### src/logic/ahic_pkg.sv
package ahic_pkg;
  // ----------------------------------------
  // Widths and reset values
  // ----------------------------------------
  localparam int          DW          = 13;
  localparam logic [7:0]  CTRL_RESET  = 8'h10;
  localparam logic [12:0] RES_RESET   = 13'h0000;
  localparam logic [2:0]  EDGE_IDLE   = 3'h3;
  // ----------------------------------------
  // Control word fields
  // ----------------------------------------
  localparam int ACQ_LSB   = 0;
  localparam int POS_BIT   = 2;
  localparam int WIDTH_BIT = 3;
  localparam int TRIG_BIT  = 4;
  localparam int CMD_LSB   = 5;
  // ----------------------------------------
  // Commands
  // ----------------------------------------
  localparam logic [2:0] CMD_STANDBY = 3'h0;
  localparam logic [2:0] CMD_FULCAL  = 3'h1;
  localparam logic [2:0] CMD_AZERO   = 3'h2;
  localparam logic [2:0] CMD_IDLE    = 3'h3;
  localparam logic [2:0] CMD_START   = 3'h4;
  // ----------------------------------------
  // Counts
  // ----------------------------------------
  localparam logic [6:0] ACQ_CYC0  = 7'h09;
  localparam logic [6:0] ACQ_CYC1  = 7'h0F;
  localparam logic [6:0] ACQ_CYC2  = 7'h2F;
  localparam logic [6:0] ACQ_CYC3  = 7'h4F;
  localparam logic [2:0] REP_LAST  = 3'h7;
  localparam logic [3:0] CAP_LAST  = 4'hB;
  localparam int         CAPS      = 12;
  // ----------------------------------------
  // Measurement kinds and states
  // ----------------------------------------
  localparam logic [1:0] MK_OFFSET = 2'h0;
  localparam logic [1:0] MK_CAP    = 2'h1;
  localparam logic [1:0] MK_SAMPLE = 2'h2;
  typedef enum logic [3:0] {
    ST_STANDBY, ST_IDLE, ST_READY, ST_ACQ, ST_WAIT_SYNC,
    ST_CONV, ST_CAL_OFS, ST_CAL_CAP, ST_AZ
  } ahic_state_e;
endpackage

### src/logic/ahic_core.sv
`timescale 1ns/1ps
// Functional notes
// [RULE1] Narrow mode drives low eight pins only
// [RULE2] Narrow width after power-up
// [RULE3] Narrow reads give low then high byte
// [RULE4] Wide mode moves whole word per access
// [RULE5] Write edge chosen by write edge select
// [RULE6] Standby command holds busy high
// [RULE7] Other command leaves standby, busy low; code holds busy high after cal and auto-zero commands until they finish
// [RULE8] Power-up lands in standby, busy high
// [RULE9] Trigger bit set: strobe pin input edges
// [RULE10] Power-up in external trigger mode
// [RULE11] Internal mode drives strobe high converting
// [RULE12] Internal acquisition counts 9/15/47/79 clocks
// [RULE13] Completed read raises busy, starts count
// [RULE14] External mode ignores length; strobe ends it
// [RULE15] Calibration averages eight offset measurements
// [RULE16] Calibration averages eight per-capacitor errors
// [RULE17] Coefficients correct every conversion result
// [RULE18] Auto-zero measures offset exactly once
// [RULE19] Host accesses only while busy low
// [RULE20] Host sets wide width first if wanted
// [RULE21] Command codes standby,cal,zero,idle,start
// [RULE22] Length codes map to 9,15,47,79
// [RULE23] Writes hit control, reads give result
// [RULE24] Two's complement result, sign-extended byte
// [RULE25] Strobes act only with chip select low
module ahic_core (
  // Clock and reset
  input  wire logic        clk_sys,
  input  wire logic        rst,
  // Host bus
  input  wire logic        chip_select_n,
  input  wire logic        read_strobe_n,
  input  wire logic        store_strobe_n,
  input  wire logic        write_edge_select,
  input  wire logic [12:0] data_in,
  output logic      [12:0] data_out,
  output logic      [12:0] data_oe_n,
  output logic             busy_indicator_n,
  // Sample strobe pin
  input  wire logic        sample_strobe_in,
  output logic             sample_strobe_out,
  output logic             sample_strobe_oe_n,
  // Measurement engine
  output logic             meas_req,
  output logic      [1:0]  meas_kind,
  output logic      [3:0]  meas_cap,
  input  wire logic        meas_ack,
  input  wire logic [12:0] meas_value
);
  // ----------------------------------------
  // Registers
  // ----------------------------------------
  ahic_pkg::ahic_state_e state_ff, nxt_state;
  logic [7:0]  ctrl_ff, nxt_ctrl;
  logic [12:0] result_ff;
  logic        byte_sel_ff, nxt_byte_sel;
  logic [6:0]  cnt_ff, nxt_cnt;
  logic [2:0]  rep_ff, nxt_rep;
  logic [3:0]  cap_ff, nxt_cap;
  logic [15:0] acc_ff, nxt_acc;
  logic [12:0] data_out_ff, nxt_data_out;
  logic [12:0] data_oe_n_ff, nxt_data_oe_n;
  logic        busy_n_ff, strobe_out_ff, strobe_oe_n_ff;
  logic        meas_req_ff;
  logic [1:0]  meas_kind_ff, nxt_meas_kind;
  logic [3:0]  meas_cap_ff;
  logic        ofs_we, lin_we;

  // ----------------------------------------
  // Strobe decoding
  // ----------------------------------------
  logic [2:0]  rise, fall;
  logic        rd_act, rd_done, read_complete, wr_take, sync_rise;
  logic        wide, trig_ext, ack_ok, measuring;
  logic [2:0]  wr_cmd, cur_cmd;
  logic [6:0]  acq_len;
  logic [15:0] acc_sum;
  logic [12:0] avg, corrected;
  logic [7:0]  hi_byte;

  ahic_edge #(.W(3), .IDLE(ahic_pkg::EDGE_IDLE)) u_edge (
    .clk_sys (clk_sys),
    .rst     (rst),
    .sig     ({sample_strobe_in, store_strobe_n, read_strobe_n}),
    .rise    (rise),
    .fall    (fall)
  );

  assign wide     = ctrl_ff[ahic_pkg::WIDTH_BIT];
  assign trig_ext = ctrl_ff[ahic_pkg::TRIG_BIT];
  assign cur_cmd  = ctrl_ff[ahic_pkg::CMD_LSB +: 3];
  assign wr_cmd   = data_in[ahic_pkg::CMD_LSB +: 3];
  assign rd_act   = ~chip_select_n & ~read_strobe_n; // [RULE25]
  assign rd_done  = ~chip_select_n & rise[0]; // [RULE25]
  // Narrow reads pair up; only the high byte finishes the read
  assign read_complete = rd_done & (wide | byte_sel_ff); // [RULE3]
  assign wr_take = ~chip_select_n &
                   (write_edge_select ? fall[1] : rise[1]); // [RULE5]
  // Edge of the pin is seen only while it is an input
  assign sync_rise = trig_ext & rise[2]; // [RULE9]
  assign ack_ok    = meas_ack & meas_req_ff;
  assign acc_sum   = acc_ff + {{3{meas_value[12]}}, meas_value};
  // Sum of eight fits in 16 bits; the shift is the average
  assign avg       = acc_sum[15:3]; // [RULE15] [RULE16]
  assign hi_byte   = {{3{result_ff[12]}}, result_ff[12:8]}; // [RULE24]
  assign nxt_ctrl  = wr_take ? data_in[7:0] : ctrl_ff; // [RULE23]

  // Acquisition length lookup
  assign acq_len =
    (ctrl_ff[ahic_pkg::ACQ_LSB +: 2] == 2'h0) ? ahic_pkg::ACQ_CYC0 :
    (ctrl_ff[ahic_pkg::ACQ_LSB +: 2] == 2'h1) ? ahic_pkg::ACQ_CYC1 :
    (ctrl_ff[ahic_pkg::ACQ_LSB +: 2] == 2'h2) ? ahic_pkg::ACQ_CYC2 :
                                                ahic_pkg::ACQ_CYC3; // [RULE22]

  // ----------------------------------------
  // Sequencer
  // ----------------------------------------
  always_comb begin
    nxt_state = state_ff;
    nxt_cnt   = cnt_ff;
    nxt_rep   = rep_ff;
    nxt_cap   = cap_ff;
    nxt_acc   = acc_ff;
    ofs_we    = 1'b0;
    lin_we    = 1'b0;
    if (wr_take) begin
      nxt_rep = 3'h0;
      nxt_cap = 4'h0;
      nxt_acc = 16'h0000;
      case (wr_cmd) // [RULE21]
        ahic_pkg::CMD_STANDBY: nxt_state = ahic_pkg::ST_STANDBY; // [RULE6]
        ahic_pkg::CMD_FULCAL:  nxt_state = ahic_pkg::ST_CAL_OFS;
        ahic_pkg::CMD_AZERO:   nxt_state = ahic_pkg::ST_AZ;
        ahic_pkg::CMD_START:   nxt_state = ahic_pkg::ST_READY; // [RULE7]
        default:               nxt_state = ahic_pkg::ST_IDLE; // [RULE7]
      endcase
    end else begin
      case (state_ff)
        ahic_pkg::ST_READY: begin
          if (sync_rise) begin
            nxt_state = ahic_pkg::ST_CONV;
          end else if (read_complete && trig_ext) begin
            nxt_state = ahic_pkg::ST_WAIT_SYNC; // [RULE14]
          end else if (read_complete) begin
            nxt_state = ahic_pkg::ST_ACQ; // [RULE13]
            nxt_cnt   = acq_len - 7'h01; // [RULE12]
          end
        end
        ahic_pkg::ST_WAIT_SYNC: begin
          if (sync_rise) nxt_state = ahic_pkg::ST_CONV; // [RULE14]
        end
        ahic_pkg::ST_ACQ: begin
          if (cnt_ff == 7'h00) nxt_state = ahic_pkg::ST_CONV; // [RULE12]
          else                 nxt_cnt   = cnt_ff - 7'h01;
        end
        ahic_pkg::ST_CONV: begin
          if (ack_ok) nxt_state = ahic_pkg::ST_READY;
        end
        ahic_pkg::ST_CAL_OFS: begin
          if (ack_ok) begin
            nxt_acc = acc_sum;
            nxt_rep = rep_ff + 3'h1;
            if (rep_ff == ahic_pkg::REP_LAST) begin
              ofs_we    = 1'b1; // [RULE15]
              nxt_acc   = 16'h0000;
              nxt_state = ahic_pkg::ST_CAL_CAP;
            end
          end
        end
        ahic_pkg::ST_CAL_CAP: begin
          if (ack_ok) begin
            nxt_acc = acc_sum;
            nxt_rep = rep_ff + 3'h1;
            if (rep_ff == ahic_pkg::REP_LAST) begin
              lin_we  = 1'b1; // [RULE16]
              nxt_acc = 16'h0000;
              nxt_cap = cap_ff + 4'h1;
              if (cap_ff == ahic_pkg::CAP_LAST)
                nxt_state = ahic_pkg::ST_IDLE;
            end
          end
        end
        ahic_pkg::ST_AZ: begin
          if (ack_ok) begin
            ofs_we    = 1'b1; // [RULE18]
            nxt_state = ahic_pkg::ST_IDLE;
          end
        end
        default: nxt_state = state_ff;
      endcase
    end
  end

  // One sample rides straight into the offset in auto-zero
  ahic_corrector #(.W(13), .CAPS(ahic_pkg::CAPS)) u_corr (
    .clk_sys       (clk_sys),
    .rst           (rst),
    .ofs_we        (ofs_we),
    .lin_we        (lin_we),
    .lin_idx       (cap_ff),
    .coef_in       (state_ff == ahic_pkg::ST_AZ ? meas_value : avg),
    .positive_only (ctrl_ff[ahic_pkg::POS_BIT]),
    .raw           (meas_value),
    .corrected     (corrected)
  ); // [RULE17]

  // ----------------------------------------
  // Output and bus next values
  // ----------------------------------------
  assign measuring = (nxt_state == ahic_pkg::ST_CONV) ||
                     (nxt_state == ahic_pkg::ST_CAL_OFS) ||
                     (nxt_state == ahic_pkg::ST_CAL_CAP) ||
                     (nxt_state == ahic_pkg::ST_AZ);
  assign nxt_meas_kind =
    (nxt_state == ahic_pkg::ST_CONV)    ? ahic_pkg::MK_SAMPLE :
    (nxt_state == ahic_pkg::ST_CAL_CAP) ? ahic_pkg::MK_CAP :
                                          ahic_pkg::MK_OFFSET;
  // Width bit in force before this cycle's write
  assign nxt_data_out = wide ? result_ff : // [RULE4]
                        {5'h00, byte_sel_ff ? hi_byte
                                            : result_ff[7:0]}; // [RULE3]
  assign nxt_data_oe_n = !rd_act ? 13'h1FFF :
                         wide    ? 13'h0000 : 13'h1F00; // [RULE1]
  assign nxt_byte_sel = wr_take ? 1'b0 :
                        (rd_done && !wide) ? ~byte_sel_ff :
                        (wide ? 1'b0 : byte_sel_ff);

  always_ff @(posedge clk_sys or posedge rst) begin
    if (rst) begin
      state_ff <= ahic_pkg::ST_STANDBY; // [RULE8]
      ctrl_ff  <= ahic_pkg::CTRL_RESET; // [RULE2] [RULE10]
      cnt_ff   <= 7'h00;
      rep_ff   <= 3'h0;
      cap_ff   <= 4'h0;
      acc_ff   <= 16'h0000;
    end else begin
      state_ff <= nxt_state;
      ctrl_ff  <= nxt_ctrl;
      cnt_ff   <= nxt_cnt;
      rep_ff   <= nxt_rep;
      cap_ff   <= nxt_cap;
      acc_ff   <= nxt_acc;
    end
  end

  always_ff @(posedge clk_sys or posedge rst) begin
    if (rst) begin
      result_ff   <= ahic_pkg::RES_RESET;
      byte_sel_ff <= 1'b0;
    end else begin
      if (state_ff == ahic_pkg::ST_CONV && ack_ok && !wr_take)
        result_ff <= corrected; // [RULE17]
      byte_sel_ff <= nxt_byte_sel;
    end
  end

  always_ff @(posedge clk_sys or posedge rst) begin
    if (rst) begin
      data_out_ff    <= 13'h0000;
      data_oe_n_ff   <= 13'h1FFF;
      busy_n_ff      <= 1'b1;
      strobe_out_ff  <= 1'b0;
      strobe_oe_n_ff <= 1'b1;
      meas_req_ff    <= 1'b0;
      meas_kind_ff   <= ahic_pkg::MK_OFFSET;
      meas_cap_ff    <= 4'h0;
    end else begin
      data_out_ff    <= nxt_data_out;
      data_oe_n_ff   <= nxt_data_oe_n;
      busy_n_ff      <= !(nxt_state == ahic_pkg::ST_IDLE ||
                          nxt_state == ahic_pkg::ST_READY); // [RULE6] [RULE7]
      strobe_out_ff  <= (nxt_state == ahic_pkg::ST_CONV) &&
                        !nxt_ctrl[ahic_pkg::TRIG_BIT]; // [RULE11]
      strobe_oe_n_ff <= nxt_ctrl[ahic_pkg::TRIG_BIT]; // [RULE9] [RULE11]
      // Request drops for a cycle after each answer
      meas_req_ff    <= measuring && !ack_ok;
      meas_kind_ff   <= nxt_meas_kind;
      meas_cap_ff    <= nxt_cap;
    end
  end

  assign data_out           = data_out_ff;
  assign data_oe_n          = data_oe_n_ff;
  assign busy_indicator_n   = busy_n_ff;
  assign sample_strobe_out  = strobe_out_ff;
  assign sample_strobe_oe_n = strobe_oe_n_ff;
  assign meas_req           = meas_req_ff;
  assign meas_kind          = meas_kind_ff;
  assign meas_cap           = meas_cap_ff;
endmodule

### src/logic/ahic_edge.sv
`timescale 1ns/1ps
module ahic_edge #(
  parameter int         W    = 3,
  parameter logic [2:0] IDLE = ahic_pkg::EDGE_IDLE
) (
  // Clock and reset
  input  wire logic         clk_sys,
  input  wire logic         rst,
  // Levels and their edges
  input  wire logic [W-1:0] sig,
  output logic      [W-1:0] rise,
  output logic      [W-1:0] fall
);
  logic [W-1:0] prev_ff;

  if (W > 3) begin : g_bad
    $error("ahic_edge: W above 3 not served");
  end

  always_ff @(posedge clk_sys or posedge rst) begin
    if (rst) prev_ff <= IDLE[W-1:0];
    else     prev_ff <= sig;
  end

  for (genvar i = 0; i < W; i++) begin : g_bit
    assign rise[i] = sig[i] & ~prev_ff[i];
    assign fall[i] = ~sig[i] & prev_ff[i];
  end
endmodule

### src/logic/ahic_corrector.sv
`timescale 1ns/1ps
module ahic_corrector #(
  parameter int W    = 13,
  parameter int CAPS = 12
) (
  // Clock and reset
  input  wire logic         clk_sys,
  input  wire logic         rst,
  // Coefficient loading
  input  wire logic         ofs_we,
  input  wire logic         lin_we,
  input  wire logic [3:0]   lin_idx,
  input  wire logic [W-1:0] coef_in,
  // Correction path
  input  wire logic         positive_only,
  input  wire logic [W-1:0] raw,
  output logic      [W-1:0] corrected
);
  logic [W-1:0] ofs_ff;
  logic [W-1:0] lin_ff [CAPS];
  logic [W-1:0] part [CAPS+1];
  logic [W-1:0] diff;

  if (CAPS > W - 1 || CAPS > 16) begin : g_bad
    $error("ahic_corrector: CAPS too large for W");
  end

  always_ff @(posedge clk_sys or posedge rst) begin
    if (rst) begin
      ofs_ff <= '0;
      for (int i = 0; i < CAPS; i++) lin_ff[i] <= '0;
    end else begin
      if (ofs_we) ofs_ff <= coef_in;
      for (int i = 0; i < CAPS; i++)
        if (lin_we && lin_idx == 4'(i)) lin_ff[i] <= coef_in;
    end
  end

  // Each set weight bit removes its own capacitor error
  assign part[0] = '0;
  for (genvar i = 0; i < CAPS; i++) begin : g_lin
    assign part[i+1] = part[i] + (raw[i] ? lin_ff[i] : '0);
  end

  assign diff      = raw - ofs_ff - part[CAPS];
  assign corrected = (positive_only && diff[W-1]) ? '0 : diff;
endmodule

### config.mk
export PLATFORM = sky130hd
export DESIGN_NAME = ahic_core
export DESIGN_NICKNAME = d
export VERILOG_FILES = /design/src/logic/ahic_pkg.sv /design/src/logic/ahic_core.sv /design/src/logic/ahic_edge.sv /design/src/logic/ahic_corrector.sv
export SDC_FILE = /design/constraint.sdc
export NUM_CORES = 1
export LEC_CHECK = 0
export BUFFER_PORTS_ARGS = -buffer_cell sky130_fd_sc_hd__buf_2
export CORE_ASPECT_RATIO = 1.5
export CORE_UTILIZATION = 45
export CTS_CLUSTER_DIAMETER = 80
export DETAILED_ROUTE_END_ITERATION = 8
export SKIP_CTS_REPAIR_TIMING = 1
export SKIP_LAST_GASP = 1
export SYNTH_ARGS = -nofsm -noshare
export SYNTH_HDL_FRONTEND = slang
export SYNTH_HIERARCHICAL = 1
export SYNTH_SLANG_ARGS = --single-unit
### constraint.sdc
create_clock -name clk_sys -period 5.4 [get_ports clk_sys]
set_clock_uncertainty 0.2 [all_clocks]
set_input_delay 0.54 -clock clk_sys [delete_from_list [all_inputs] [get_ports clk_sys]]
set_output_delay 0.54 -clock clk_sys [all_outputs]
set_load 0.01 [all_outputs]
==> results of run 1 <==
==> power by group through the flow <==
stage	Combinational, W	Sequential, W	Clock [W]
5_1_grt	0.00271	0.00217	0.00209
3_3_place_gp	0.00225	0.00218	0
2_1_floorplan	0.00153	0.00214	0
3_5_place_dp	0.00229	0.00218	0
4_1_cts	0.00230	0.00215	0.00203
6_report	0.00243	0.00215	0.00198
==> placed cells by master (no fill, tap or decap), drive strengths merged, types with 37 or more instances in the layout <==
| cell | instances |
|---|---|
| a21oi | 37 |
| and2 | 88 |
| buf | 152 |
| clkbuf | 37 |
| dfrtp | 239 |
| fa | 138 |
| ha | 38 |
| inv | 136 |
| mux2 | 192 |
| nand2 | 140 |
| nor2 | 48 |
| o21ai | 39 |
==> state kept, by name (all words and copies together), names as in the netlist, 3 cells and up <==
signal / count
state_ff: 4
u_corr/lin_ff: 156
u_edge/prev_ff: 3
rep_ff: 3
cnt_ff: 7
ctrl_ff: 5
acc_ff: 16
result_ff: 13
u_corr/ofs_ff: 13
data_out: 13
meas_cap: 4
==> critical path, stage by stage <==
cell and delay [ns]:
buf_2 0.30, nand2_1 0.14, fa_1 0.55, inv_1 0.06, fa_1 0.52, inv_1 0.06, fa_1 0.56, fa_1 0.44
fa_1 0.49, inv_1 0.05, fa_1 0.50, inv_2 0.05, ha_4 0.25, a21oi_4 0.16, nor2b_4 0.05, or4_4 0.43
o22ai_4 0.18, xnor2_2 0.11, buf_4 0.16, buf_8 0.13, nor2b_1 0.12, mux2_4 0.28
==> stage by stage <==
step	utilization [%]	instances
after global placement	49.7	1886
after CTS	52.5	1935
after detailed placement	49.7	1886
after global routing	53.0	1944
final	53.0	1944
after floorplan	-	1379
==> worst max path at each step <==
stage                      start       endpoint  slack [ns]  depth (start not counted)
6_report           meas_value[9]  result_ff[12]       -0.50                         22
3_5_place_dp      meas_value[11]   result_ff[9]       -1.00                         20
3_3_place_gp      meas_value[11]   result_ff[9]       -0.94                         20
4_1_cts         u_corr/lin_ff[1]   result_ff[9]       -0.56                         19
2_1_floorplan      meas_value[2]   result_ff[4]       -0.53                         20
5_1_grt        u_corr/lin_ff[14]  result_ff[12]       -0.67                         21
==> area by class of cell <==
cell class | instances | area share (%)
clock buffer | 36 | 4.24
inverter | 136 | 2.84
timing repair buffer | 160 | 6.03
multi-input combinational | 929 | 49.2
clock inverter | 13 | 0.971
tap | 425 | 2.93
sequential | 245 | 33.8
==> metal layers <==
metal | vias up | GRT usage [%] | part of all wire [%]
met4 | 0 | 10.4 | 4.5
li1 | 4735 | - | -
met1 | 5218 | 25.0 | 38
met3 | 81 | 2.14 | 2.4
met2 | 169 | 43.2 | 55
met5 | - | 0 | 0
==> flow_summary.toml, run 1 <==
[cells_and_area]
diodes = 0
area_growth_pct = 15.6
multi_input_area_mm2 = 0.00894
nets = 1709
nFillCells = 3009
fin_area_mm2 = 0.0182
layout-drive-gt1-share_pct = 30.3
seq_area_mm2 = 0.00614

[critical_path]
crit_type = "in2reg"
r2r_cells = 20
r2r-end = "result_ff[12]"
start_kind = "input port"
reg2reg_from = "u_corr/lin_ff[5]"
cp_data_arrival_time_ns = 6.14
reg2reg_slack_ns = -0.49
worst_setup_path_end_kind = "flip-flop"
cp.required_ns = 5.63
worstPathMaxFanout = 12

[pwr]
p_int_w = 0.00433
leakage_nw = 8.76
power.total_w = 0.00656
ir_worst_vdd_uv = 255
power.switching_w = 0.00223
p_clk_share_pct = 30.1
comb_power_share_pct = 37.0
swShare_pct = 34.0
pwr-share-seq_pct = 32.8
power_density_mw_per_mm2 = 361

[sta]
drv_slew = 0
min_period_ns = 5.90
rsz0062_at_grt = "true"
hold_viol = 0
setup_violations = 13
relSlewSlack_pct = 31.2
holdWs_ns = 0.0303
fmax_mhz = 169
finalCritPeriodShare_pct = 109
worst_slew_pin_slew_ns = 1.03
fin_ws_ns = -0.501
fin_tns_setup_ns = -5.68

[route]
drt_iter0_drc = 412
vias_per_cell = 5.25
drc_errors = 0
wl_mm = 38.3
first_pass_iters = 4
postRouteAntennaNets = 0
avgRoutedWirePerCell_um = 19.7
vias = 10200

[global_routing]
overflow = 0
grt_max_degree = 67
antenna_found_initial = 0
grt_pass1_vias = 11300
track_usage_pct = 22.6
grt_pass1_wl_mm = 61.3

[logic_synthesis]
syn_nets = 1589
syn_area_mm2 = 0.0157
syn_area_per_cell_um2 = 11.4
yosysWarnings = 6
syn_inst = 1379

[floorplanning]
core_mm2 = 0.0343
die_h_um = 231
die-width_um = 155
start_util_pct = 45.9
dieArea_mm2 = 0.0357
io_pins = 70
row_count = 83

[clock_tree]
clk_pin_slew_ns = 0.06
cts_tree = "built"
h-tree-depth = 1
cts-buffers-inserted = 27
clk_path_buf_depth = 3
cts_sinks = 245
cts_root_buf = "clkbuf_16"
clkLatencyLatePin_ns = 0.55

[placement]
dp_slack_ns = -1.00
placed_cell_area_mm2 = 0.0170
dp_hpwl_mm = 28.8
io_buffers = 64
place.gp.congestion = 0.832

[job]
maxCapViolations = 0

[min_path]
holdPathStages = 3
whs_endpoint = "ctrl_ff[4]"
hp-start = "data_in[4]"
hp-class = "in2reg"

[outcome]
violations = "negative setup slack"
outcome = "complete, but fails checks"
Power figures use the tool's default switching activity.
==> run 2, diff against run 1 <==
--- a/config.mk
+++ b/config.mk
@@ -5,10 +5,11 @@
 export SDC_FILE = /design/constraint.sdc
 export NUM_CORES = 1
 export LEC_CHECK = 0
+export ABC_AREA = 1
 export BUFFER_PORTS_ARGS = -buffer_cell sky130_fd_sc_hd__buf_2
 export CORE_ASPECT_RATIO = 1.5
 export CORE_UTILIZATION = 45
-export CTS_CLUSTER_DIAMETER = 80
+export CTS_CLUSTER_DIAMETER = 40
 export DETAILED_ROUTE_END_ITERATION = 8
 export SKIP_CTS_REPAIR_TIMING = 1
 export SKIP_LAST_GASP = 1
==> flow_summary.toml, run 2 <==
[critical_path]
worstPathMaxFanout = 6
worst_setup_path_end_kind = "flip-flop"
cp_cell_sequence = "nand2_1 -> inv_2 -> fa_1 -> fa_1 -> fa_1 -> inv_2 -> fa_1 -> inv_2 -> fa_1 -> fa_2 -> inv_2 -> ha_4 -> inv_2 -> nor4_4 -> nand3_1 -> nand3_2 -> inv_2 -> nand2_4 -> nand3_4 -> nand2_1 -> inv_1 -> mux2_4"
critical_path.top_delay_family = "adder cells"
crit_path_top_delay_cell = "fa_2"
cp_data_arrival_time_ns = 5.94
cp.required_ns = 5.66
reg2reg_slack_ns = -0.28
path_buf_inv = 7
crit_top_cell = "inv_2"
cpPeakStageDelay_ns = 0.60
start_kind = "flip-flop"
crit_type = "reg2reg"

[global_routing]
antenna_found_initial = 1
grt_max_degree = 90
grt_pass1_wl_mm = 66.1
overflow = 0
track_usage_pct = 24.0
grt_pass1_vias = 12600

[cells_and_area]
biggestRegsByFlops = "u_corr/lin_ff x156, acc_ff x16"
fin_area_mm2 = 0.0185
nFillCells = 3260
multi_input_area_mm2 = 0.00828
nets = 2220
layout-drive-gt1-share_pct = 13.0
largest_reg_flops = 156
seq_area_mm2 = 0.00614
final_cell_mix = "nand2_1, inv_1, dfrtp_1"
area_growth_pct = 15.9
top_register = "u_corr/lin_ff"
layout_commonest_cell = "nand2_1"

[placement]
dp_hpwl_mm = 30.8
placed_cell_area_mm2 = 0.0172
dp_slack_ns = -0.820
place.gp.congestion = 0.884
io_buffers = 64

[logic_synthesis]
syn_area_per_cell_um2 = 8.36
syn_nets = 2114
syn_area_mm2 = 0.0159
syn_inst = 1904
yosysWarnings = 6

[job]
maxCapViolations = 0

[pwr]
p_clk_share_pct = 27.3
power.switching_w = 0.00288
p_int_w = 0.00452
leakage_nw = 9.80
ir_worst_vdd_uv = 275
swShare_pct = 38.9
power_density_mw_per_mm2 = 401
pwr-share-seq_pct = 29.4
comb_power_share_pct = 43.3

[sta]
hold_viol = 0
rsz0062_at_grt = "true"
fin_ws_ns = -0.280
relSlewSlack_pct = 20.1
min_period_ns = 5.68
drv_slew = 0
setup_violations = 13
fmax_mhz = 176
worst_slew_pin_slew_ns = 1.19
finalCritPeriodShare_pct = 105

[min_path]
hp-class = "in2reg"

[outcome]
outcome = "complete, but fails checks"
violations = "negative setup slack"

[clock_tree]
cts_sinks = 245
clk_pin_slew_ns = 0.06
h-tree-depth = 1
clk_path_buf_depth = 3
cts-buffers-inserted = 31
clkLatencyLatePin_ns = 0.57
cts_tree = "built"
cts_root_buf = "clkbuf_16"

[route]
wl_mm = 41.2
first_pass_iters = 5
postRouteAntennaNets = 0
drt_iter0_drc = 710
vias = 12300
avgRoutedWirePerCell_um = 16.4
drc_errors = 0
vias_per_cell = 4.90

[floorplanning]
die_h_um = 232
dieArea_mm2 = 0.0362
io_pins = 70
row_count = 84
start_util_pct = 45.5
core_mm2 = 0.0350
die-width_um = 156
==> run 2: cell type report <==
cell class / instances / share of cell area, %
clock buffers: 43 / 4.83
repair buffers: 149 / 6.25
flip-flops and latches: 245 / 33.3
well taps: 473 / 3.21
diodes: 1 / 0.0136
inverters: 339 / 6.92
clock inverters: 15 / 0.644
multi-input cells: 1244 / 44.9
==> run 2: worst paths after layout <==
check	cells past startpoint	from	to
setup / recovery	22	u_corr/lin_ff[115]	result_ff[2]
hold / removal	3	data_in[4]	ctrl_ff[4]
setup reg to reg	22	u_corr/lin_ff[115]	result_ff[2]
hold reg to reg	2	rep_ff[1]	rep_ff[1]
max in group asynchronous	4	rst	u_corr/lin_ff[90]
min in group asynchronous	3	rst	u_edge/prev_ff[2]
==> run 2: tightest hold or removal path, delay by kind of cell <==
family,cells,cell delay [ns]
buffers and inverters,1,0.10
and+or+nand+nor,2,0.13
==> run 2: power by group through the flow <==
stage / combinational [W] / clock, W / sequential (W)
2_1_floorplan: 0.00204 / 0 / 0.00219
3_3_place_gp: 0.00307 / 0 / 0.00220
3_5_place_dp: 0.00308 / 0 / 0.00220
4_1_cts: 0.00309 / 0.00206 / 0.00218
5_1_grt: 0.00361 / 0.00213 / 0.00220
6_report: 0.00320 / 0.00202 / 0.00218
==> run 2: layer usage <==
layer / vias up / global-route usage (%) / share of wire [%]
li1: 6008 / - / -
met5: - / 0 / 0
met2: 246 / 44.4 / 52
met4: 0 / 12.0 / 5.2
met3: 102 / 3.02 / 3.6
met1: 5943 / 26.9 / 39
==> run 2: through the flow <==
stage          hold slack (ns)  TNS, ns  util, %  cells  total power [W]
3_3_place_gp             0.262   -10.06     49.3   2439          0.00527
5_1_grt                 0.0105    -6.23     52.7   2508          0.00795
6_report               0.00287    -3.34     52.7   2509          0.00740
2_1_floorplan           0.0922    -2.99        -   1904          0.00423
3_5_place_dp             0.270   -10.15     49.3   2439          0.00528
4_1_cts                 -0.325    -4.85     52.2   2497          0.00732
